--- config.mk ---
export PLATFORM = sky130hd
export DESIGN_NAME = mic_intc
export DESIGN_NICKNAME = d
export VERILOG_FILES = /design/src/rtl/mic_pkg.sv /design/src/rtl/mic_intc.sv /design/src/rtl/mic_edge_detect.sv
export VERILOG_INCLUDE_DIRS = /design/src /design/src/rtl
export SDC_FILE = /design/constraint.sdc
export NUM_CORES = 1
export LEC_CHECK = 0
export ABC_AREA = 1
export CAP_MARGIN = 20
export CELL_PAD_IN_SITES_DETAIL_PLACEMENT = 1
export CELL_PAD_IN_SITES_GLOBAL_PLACEMENT = 1
export CORE_MARGIN = 2
export CORE_UTILIZATION = 39
export CTS_CLUSTER_DIAMETER = 80
export DETAILED_ROUTE_END_ITERATION = 16
export DONT_BUFFER_PORTS = 1
export GPL_ROUTABILITY_DRIVEN = 0
export PLACE_DENSITY = 0.77
export SETUP_SLACK_MARGIN = 0.5
export SLEW_MARGIN = 5
export SYNTH_ARGS = -nofsm -noshare
export SYNTH_HDL_FRONTEND = slang
export SYNTH_SLANG_ARGS = --single-unit
--- constraint.sdc ---
create_clock -name i_clock -period 1.3 [get_ports i_clock]
set_input_delay 0.13 -clock i_clock [delete_from_list [all_inputs] [get_ports i_clock]]
set_output_delay 0.13 -clock i_clock [all_outputs]
set_load 0.05 [all_outputs]
--- src/rtl/mic_regs.svh ---
`ifndef MIC_REGS_SVH
`define MIC_REGS_SVH

// source indices, highest priority first
`define MIC_SRC_BUS        0
`define MIC_SRC_PIN        1
`define MIC_SRC_TIMER0     2
`define MIC_SRC_SERIAL_A   3
`define MIC_SRC_SERIAL_B   4
`define MIC_SRC_TIMER1     5
`define MIC_NUM_SRC        6

// dispatch vectors
`define MIC_VEC_BUS        12'h004
`define MIC_VEC_PIN        12'h008
`define MIC_VEC_TIMER0     12'h00C
`define MIC_VEC_SERIAL_A   12'h010
`define MIC_VEC_SERIAL_B   12'h014
`define MIC_VEC_TIMER1     12'h018

// bus control register bit positions
`define MIC_BUSCTL_SUSPEND 0
`define MIC_BUSCTL_RESUME  3
`define MIC_BUSCTL_WIDTH   8

// endpoint count
`define MIC_NUM_EP         4

`endif

--- src/rtl/mic_pkg.sv ---
package mic_pkg;

  typedef logic [11:0] mic_vec_t;
  typedef logic [5:0]  mic_src_t;

  // one event strobe per timer and serial source plus the bus detail events
  typedef struct packed {
    logic       timer0_ovf;
    logic       timer1_ovf;
    logic       serial_a_done;
    logic       serial_b_done;
    logic       bus_suspend;
    logic       bus_resume;
    logic       bus_reset;
    logic [3:0] ep_access;
  } mic_events_t;

  // software writes of the control bits
  typedef struct packed {
    logic       set_global;
    logic       clr_global;
    mic_src_t   enable;
    mic_src_t   flag_clr;
    mic_src_t   flag_set;
    logic [3:0] ep_clr;
    logic       busctl_clr_suspend;
    logic       busctl_clr_resume;
  } mic_sw_t;

endpackage

--- src/rtl/mic_intc.sv ---
// How it works
// - requests latched before a phase-two pulse are dispatched on that pulse
// - fixed priority: bus, pin, timer0, serial a, serial b, timer1
// - global enable cleared blocks all dispatch
// - pin falling edge sets pin flag while the pin is an input; needs global and pin enable
// - enabled pin request with stack room calls vector 08h
// - dispatch clears the served flag and the global enable
// - pull-high option on the shared pin stays in effect
// - timer overflow sets its flag; needs global and timer enable
// - timer0 goes to 0ch, timer1 to 018h
// - serial byte done sets its flag; needs global and own enable
// - serial a goes to 10h, serial b to 14h
// - bus flag set by endpoint access, suspend, resume or bus reset
// - enabled bus request with stack room calls 04h, clears flag and global
// - endpoint access sets its access bit; software clears it
// - suspend sets bus control bit 0, resume sets bit 3
// - set flags stay set until served or cleared by software
// - any source event raises the wake request
// - only the program counter is pushed on entry
// - no dispatch while the stack is full; request stays pending
// - software may set global enable inside a routine to nest
`timescale 1ns/100ps
`default_nettype none
`include "mic_regs.svh"

module mic_intc (
  // clock and reset
  input  wire logic                     i_clock,
  input  wire logic                     i_rst_b,
  // core sequencer
  input  wire logic                     i_phase_two_pulse,
  input  wire logic                     i_stack_full,
  input  wire logic [11:0]              i_pc,
  // sources
  input  wire logic                     i_port_a_pin_six,
  input  wire logic                     i_port_a_pin6_direction,
  input  wire logic                     i_pull_high_option,
  input  wire mic_pkg::mic_events_t     i_events,
  // software control
  input  wire mic_pkg::mic_sw_t         i_sw,
  // dispatch
  output logic                          o_dispatch,
  output mic_pkg::mic_vec_t             o_vector,
  output logic                          o_push,
  output logic [11:0]                   o_push_pc,
  output logic                          o_wake,
  // status
  output logic                          o_global_irq_enable,
  output mic_pkg::mic_src_t             o_irq_flags,
  output mic_pkg::mic_src_t             o_irq_enables,
  output logic [3:0]                    o_endpoint_access_bits,
  output logic [7:0]                    o_bus_control_register,
  output logic                          o_pin_pull_high
);

  // -------------------------------------------------------------
  // state
  // -------------------------------------------------------------
  typedef struct packed {
    logic                 global_irq_enable;
    mic_pkg::mic_src_t    flags;
    mic_pkg::mic_src_t    enables;
    logic [3:0]           ep_bits;
    logic [7:0]           busctl;
    logic                 dispatch;
    mic_pkg::mic_vec_t    vector;
    logic                 push;
    logic [11:0]          push_pc;
    logic                 wake;
    logic                 pull_high;
  } mic_state_t;

  mic_state_t state_q;
  mic_state_t state_d;

  logic pin_fall;

  mic_edge_detect u_pin_edge (
    .i_clock (i_clock),
    .i_rst_b (i_rst_b),
    .i_level (i_port_a_pin_six),
    .o_fall  (pin_fall)
  );

  // -------------------------------------------------------------
  // helpers
  // -------------------------------------------------------------
  function automatic mic_pkg::mic_vec_t vec_of(input int idx);
    unique case (idx)
      `MIC_SRC_BUS:      vec_of = `MIC_VEC_BUS;
      `MIC_SRC_PIN:      vec_of = `MIC_VEC_PIN;
      `MIC_SRC_TIMER0:   vec_of = `MIC_VEC_TIMER0;
      `MIC_SRC_SERIAL_A: vec_of = `MIC_VEC_SERIAL_A;
      `MIC_SRC_SERIAL_B: vec_of = `MIC_VEC_SERIAL_B;
      default:           vec_of = `MIC_VEC_TIMER1;
    endcase
  endfunction

  // -------------------------------------------------------------
  // next state
  // -------------------------------------------------------------
  mic_pkg::mic_src_t raise;
  mic_pkg::mic_src_t ready;
  logic              bus_evt;
  logic              found;
  int                win;

  always_comb begin
    state_d          = state_q;
    state_d.dispatch = 1'b0;
    state_d.push     = 1'b0;
    found            = 1'b0;
    win              = 0;

    bus_evt = (|i_events.ep_access) | i_events.bus_suspend
            | i_events.bus_resume | i_events.bus_reset;
    raise = '0;
    raise[`MIC_SRC_BUS]      = bus_evt;
    // pin counts only while configured as input
    raise[`MIC_SRC_PIN]      = pin_fall & i_port_a_pin6_direction;
    raise[`MIC_SRC_TIMER0]   = i_events.timer0_ovf;
    raise[`MIC_SRC_TIMER1]   = i_events.timer1_ovf;
    raise[`MIC_SRC_SERIAL_A] = i_events.serial_a_done;
    raise[`MIC_SRC_SERIAL_B] = i_events.serial_b_done;

    state_d.enables   = i_sw.enable;
    state_d.pull_high = i_pull_high_option;
    state_d.wake      = |raise;

    // endpoint and bus control bits: set wins over clear
    state_d.ep_bits = (state_q.ep_bits & ~i_sw.ep_clr) | i_events.ep_access;
    if (i_sw.busctl_clr_suspend) begin
      state_d.busctl[`MIC_BUSCTL_SUSPEND] = 1'b0;
    end
    if (i_sw.busctl_clr_resume) begin
      state_d.busctl[`MIC_BUSCTL_RESUME] = 1'b0;
    end
    if (i_events.bus_suspend) begin
      state_d.busctl[`MIC_BUSCTL_SUSPEND] = 1'b1;
    end
    if (i_events.bus_resume) begin
      state_d.busctl[`MIC_BUSCTL_RESUME] = 1'b1;
    end

    // global enable writes
    if (i_sw.clr_global) begin
      state_d.global_irq_enable = 1'b0;
    end
    if (i_sw.set_global) begin
      state_d.global_irq_enable = 1'b1;
    end

    // flags are sticky regardless of enables
    state_d.flags = (state_q.flags & ~i_sw.flag_clr) | i_sw.flag_set;

    // arbitration on phase-two pulse
    ready = state_q.flags & state_q.enables;
    if (i_phase_two_pulse && state_q.global_irq_enable
        && !i_stack_full) begin
      for (int i = `MIC_NUM_SRC - 1; i >= 0; i--) begin
        if (ready[i]) begin
          found = 1'b1;
          win   = i;
        end
      end
      if (found) begin
        state_d.dispatch          = 1'b1;
        state_d.vector            = vec_of(win);
        state_d.push              = 1'b1;
        state_d.push_pc           = i_pc;
        state_d.flags[win]        = 1'b0;
        state_d.global_irq_enable = 1'b0;
      end
    end

    // new events win over any clear
    state_d.flags = state_d.flags | raise;
  end

  // -------------------------------------------------------------
  // registers
  // -------------------------------------------------------------
  always_ff @(posedge i_clock or negedge i_rst_b) begin
    if (!i_rst_b) begin
      state_q <= '0;
    end else begin
      state_q <= state_d;
    end
  end

  // -------------------------------------------------------------
  // outputs
  // -------------------------------------------------------------
  assign o_dispatch             = state_q.dispatch;
  assign o_vector               = state_q.vector;
  assign o_push                 = state_q.push;
  assign o_push_pc              = state_q.push_pc;
  assign o_wake                 = state_q.wake;
  assign o_global_irq_enable    = state_q.global_irq_enable;
  assign o_irq_flags            = state_q.flags;
  assign o_irq_enables          = state_q.enables;
  assign o_endpoint_access_bits = state_q.ep_bits;
  assign o_bus_control_register = state_q.busctl;
  assign o_pin_pull_high        = state_q.pull_high;

endmodule

`default_nettype wire

--- src/rtl/mic_edge_detect.sv ---
`timescale 1ns/100ps
`default_nettype none

// falling-edge detector on a synchronous pin
module mic_edge_detect (
  // clock and reset
  input  wire logic i_clock,
  input  wire logic i_rst_b,
  // pin
  input  wire logic i_level,
  output logic      o_fall
);

  typedef struct packed {
    logic prev;
  } mic_edge_state_t;

  mic_edge_state_t state_q;
  mic_edge_state_t state_d;

  always_comb begin
    state_d      = state_q;
    state_d.prev = i_level;
  end

  always_ff @(posedge i_clock or negedge i_rst_b) begin
    if (!i_rst_b) begin
      state_q <= '{prev: 1'b1};
    end else begin
      state_q <= state_d;
    end
  end

  assign o_fall = state_q.prev & ~i_level;

endmodule

`default_nettype wire

==> flow_results.org <==
** Outcome
- The flow ran to the end, but the final reports show violations.
- Failing checks :: negative hold slack, negative setup slack

** Power
- Across the VDD grid, the largest voltage drop is 1.054 mV.
- Leakage power of the design :: 1.422 nW
- Power per unit of standard cell area :: 1311 nW/um2
- Summing internal, switching and leakage power gives 3.752 mW.

** Clocking
- Number of levels in the clock H-tree :: 2
- TritonCTS built the clock tree.
- Clock root buffer master :: clkbuf_8
- The longest clock path from root to sink contains 2 buffers.
- In this run, CTS created clock tree buffers numbering 5.
- CTS saw 38 sinks.
- Clock slew at reported path FFs :: 0.07 ns
- The later pin in the worst-skew pair is clocked with a latency of 0.29 ns.

** Worst setup path
- Slowest cell on the critical path :: dfrtp_2
- For flop-to-flop paths, the worst setup slack is -0.02 ns.
- For the worst setup path, the data arrival time is 1.48 ns.
- In this design, the critical path's most frequently occurring cell is nand2_1.
- Critical path endpoint category :: register
- Type of the worst setup path :: register to register
- Worst Setup Start Kind :: register
- Req. time, crit path :: 1.46 ns
- Cell-by-cell listing of the critical path :: nand2_4, inv_2, nand2_1, nand2_1, nand2_2, nand2_2, nand2_4, nand3_1, nand2_1, nand2_1
- Crit-path leading delay family :: simple AND/OR/NAND/NOR gates
- Critical path's largest stage delay :: 0.44 ns
- In this run the worst path has a maximum fanout of 5.
- Buffers and inverters on the worst path :: 1

** Synthesis
- Summing every instance area after synthesis gives 1819 um2.
- In this run the biggest area consumer among cell types represents 50.89% of the synthesized area.
- Number of different library cells in the post-synthesis netlist :: 23
- Post-Synthesis Mean Instance Area :: 9.677 um2
- Ranked by total cell area, the synthesized netlist is headed by dfrtp_1 51%, nand2_1 8.9%, nand2_4 6.8%.
- Summing the sequential cell areas from Yosys gives 52.34% of the chip area.
- The largest total area in the synthesized netlist belongs to dfrtp_1.
- Counting every instance in the synthesized netlist gives 188.
- Flip-flop and latch count after synthesis :: 38
- Yosys warning total :: 0

** Detailed routing
- The final layout contains routed wiring with a total length of 5538 um.
- In the routed design, unresolved DRC markers number 0.
- After the first detailed-routing iteration, the DRC count stood at 10.
- Detailed routing inserted a total of 1488 vias.
- Dividing the detail-routed wire length by the instance count gives 17.92 um.
- Routed Antenna Nets :: 0
- For this run, the detailed router's first-pass iteration total came to 3.
- In the routed layout, each cell is associated on average with a via count of 4.816.

** Worst hold path
- The worst hold path belongs to the class input pin to asynchronous set/reset pin.

** STA
- Timing would allow up to 756.2 MHz.
- Layout Skew :: 0.007297 ns
- Subtracting the final worst setup slack from the clock period gives 1.322 ns.
- The count of pins over their slew limit was 0.
- RSZ-0062 raised after global routing :: true
- In the finished design, the share of the clock period the worst path needs comes to 101.7%.
- Final sum of negative setup slack :: -0.02234 ns
- Final worst slack :: -0.02234 ns
- Final setup viols :: 1
- Final Hold Violating Endpoints :: 40
- Across all hold checks on the routed design, the worst slack comes to -0.4736 ns.

** Floorplan
- The core region is 4414 um2.
- # IOs :: 109
- The die is 72.30 um tall.
- Measured along the x axis, the die boundary spans 72.30 um.
- Rows :: 24
- The floorplan step defined a die boundary enclosing 5227 um2.
- Initial Utilization :: 41.21%

** Global route
- The via count of the first global-routing pass came to 1633.
- Pin count of the biggest net entering global routing :: 39
- Global Route Usage Sum :: 19.69%
- Antenna violations before repair :: 0
- First-pass GRT wire length :: 7707 um
- The total overflow left after global routing is 0.

** Final layout
- The layout has 465 filler cells.
- After the flow finishes, the layout carries non-filler instances totaling 309.
- Final Net Count :: 312
- The post-route netlist has 54.47% of its cells at a drive strength greater than 1.
- Count of antenna diodes in the layout :: 0
- Syn-to-layout area delta :: 57.29%

** Placed design
- Detailed placement finished with a half-perimeter wire length of 3296 um.
- The number of placed instances, taps included, is 252.
- Pre-CTS setup slack :: -0.06551 ns
- Count of input and output buffers :: 0

** Job
- Maximum capacitance violations :: 0
## worst paths after layout
path | start | endpoint | cells after the start
setup / recovery | o_irq_enables[5] | o_irq_flags[0] | 10
hold / removal | i_rst_b | o_irq_flags[3] | 0
setup reg to reg | o_irq_enables[5] | o_irq_flags[0] | 10
hold reg to reg | u_pin_edge.state_q | o_irq_flags[1] | 2
max in group asynchronous | i_rst_b | u_pin_edge.state_q | 0
min in group i_clock | i_events[4] | o_wake | 2
## stage by stage
| stage | hold slack, ns | area [um2] | utilization, % |
|---|---|---|---|
| 2_1_floorplan | -0.1656 | 1917 | - |
| 3_3_place_gp | -0.1646 | 1943 | 44.02 |
| 3_5_place_dp | -0.1645 | 1943 | 44.02 |
| 4_1_cts | -0.4843 | 2565 | 58.11 |
| 5_1_grt | -0.4935 | 2861 | 64.82 |
| 6_report | -0.4736 | 2861 | 64.82 |
## cell type report
type	instances	area, um2	share of cell area, %
sequential	38	999.7	34.94
multi-input combinational	121	859.6	30.04
timing repair buffer	65	719.4	25.14
inverter	25	108.9	3.804
clock buffer	5	68.82	2.405
tap	52	65.06	2.274
clock inverter	3	40.04	1.399
## cells by family after synthesis
logic type,Yosys count,synth area share [%]
AND/OR/NAND/NOR,88,27.65
buffers and inverters,43,13.76
flip-flops,38,52.34
AO/OA/AOI/OAI,18,6.052
other,1,0.2061
## cell usage in the layout, fill, tap and decap left out, drive strengths merged
master	synthesis	routed
nand4	3	3
nand3b	1	1
inv	25	25
dlygate4sd3	0	33
clkbuf	0	6
dfrtp	37	37
dlymetal6s4s	0	4
dfstp	1	1
o21ai	5	5
nand3	7	7
nor2	7	7
clkinv	0	2
nor3	1	1
buf	18	27
a21oi	5	5
nor4	2	2
conb	1	15
o21bai	8	8
nand2	67	67
bufinv	0	1
## worst reg2reg max path, stage by stage (launching register included)
cell and delay (ns):
dfrtp_2 0.44, nand2_4 0.09, inv_2 0.03, nand2_1 0.04, nand2_1 0.07, nand2_2 0.09, nand2_2 0.10, nand2_4 0.10
nand3_1 0.10, nand2_1 0.09, nand2_1 0.06
## synth_stat cells
cell type	count
nand2_2	12
conb_1	1
buf_6	1
nor2_1	4
dfrtp_1	37
nor2_2	1
buf_12	1
a21oi_1	5
o21bai_1	8
nand3_1	7
dfstp_2	1
nand2_8	1
nand2_4	11
nand2_1	43
nand3b_1	1
nand4_1	3
nor4_1	2
inv_6	1
buf_4	16
nor3_1	1
nor2_4	2
o21ai_0	5
inv_1	24
## what timing repair did
action,CTS,global route
pin swaps,10,29
resized for setup,46,64
gates cloned,0,1
hold buffers,34,3
setup endpoints to repair,66,68
setup buffers,7,4
hold endpoints to repair,71,43
## sequential cells by signal (all words and copies together), names as in the netlist
register	flops
o_vector	3
o_dispatch	1
o_pin_pull_high	1
o_wake	1
o_irq_enables	6
o_bus_control_register	2
o_irq_flags	6
o_endpoint_access_bits	4
o_global_irq_enable	1
o_push_pc	12
u_pin_edge.state_q	1
## metal layers
metal  up-vias  track usage (%)  part of all wire (%)
met4         0            4.822                   1.8
li1        682                -                     -
met2        70            39.45                    58
met5         -                0                     0
met1       726            19.19                    33
met3        10            6.111                   7.4
## power breakdown
part / leakage [nW] / internal, mW / total, mW / switching [mW]
clock network: 0.0579 / 0.565 / 0.985 / 0.421
logic: 0.964 / 0.367 / 0.863 / 0.497
registers: 0.400 / 1.34 / 1.90 / 0.559
Power figures use the tool's default switching activity.
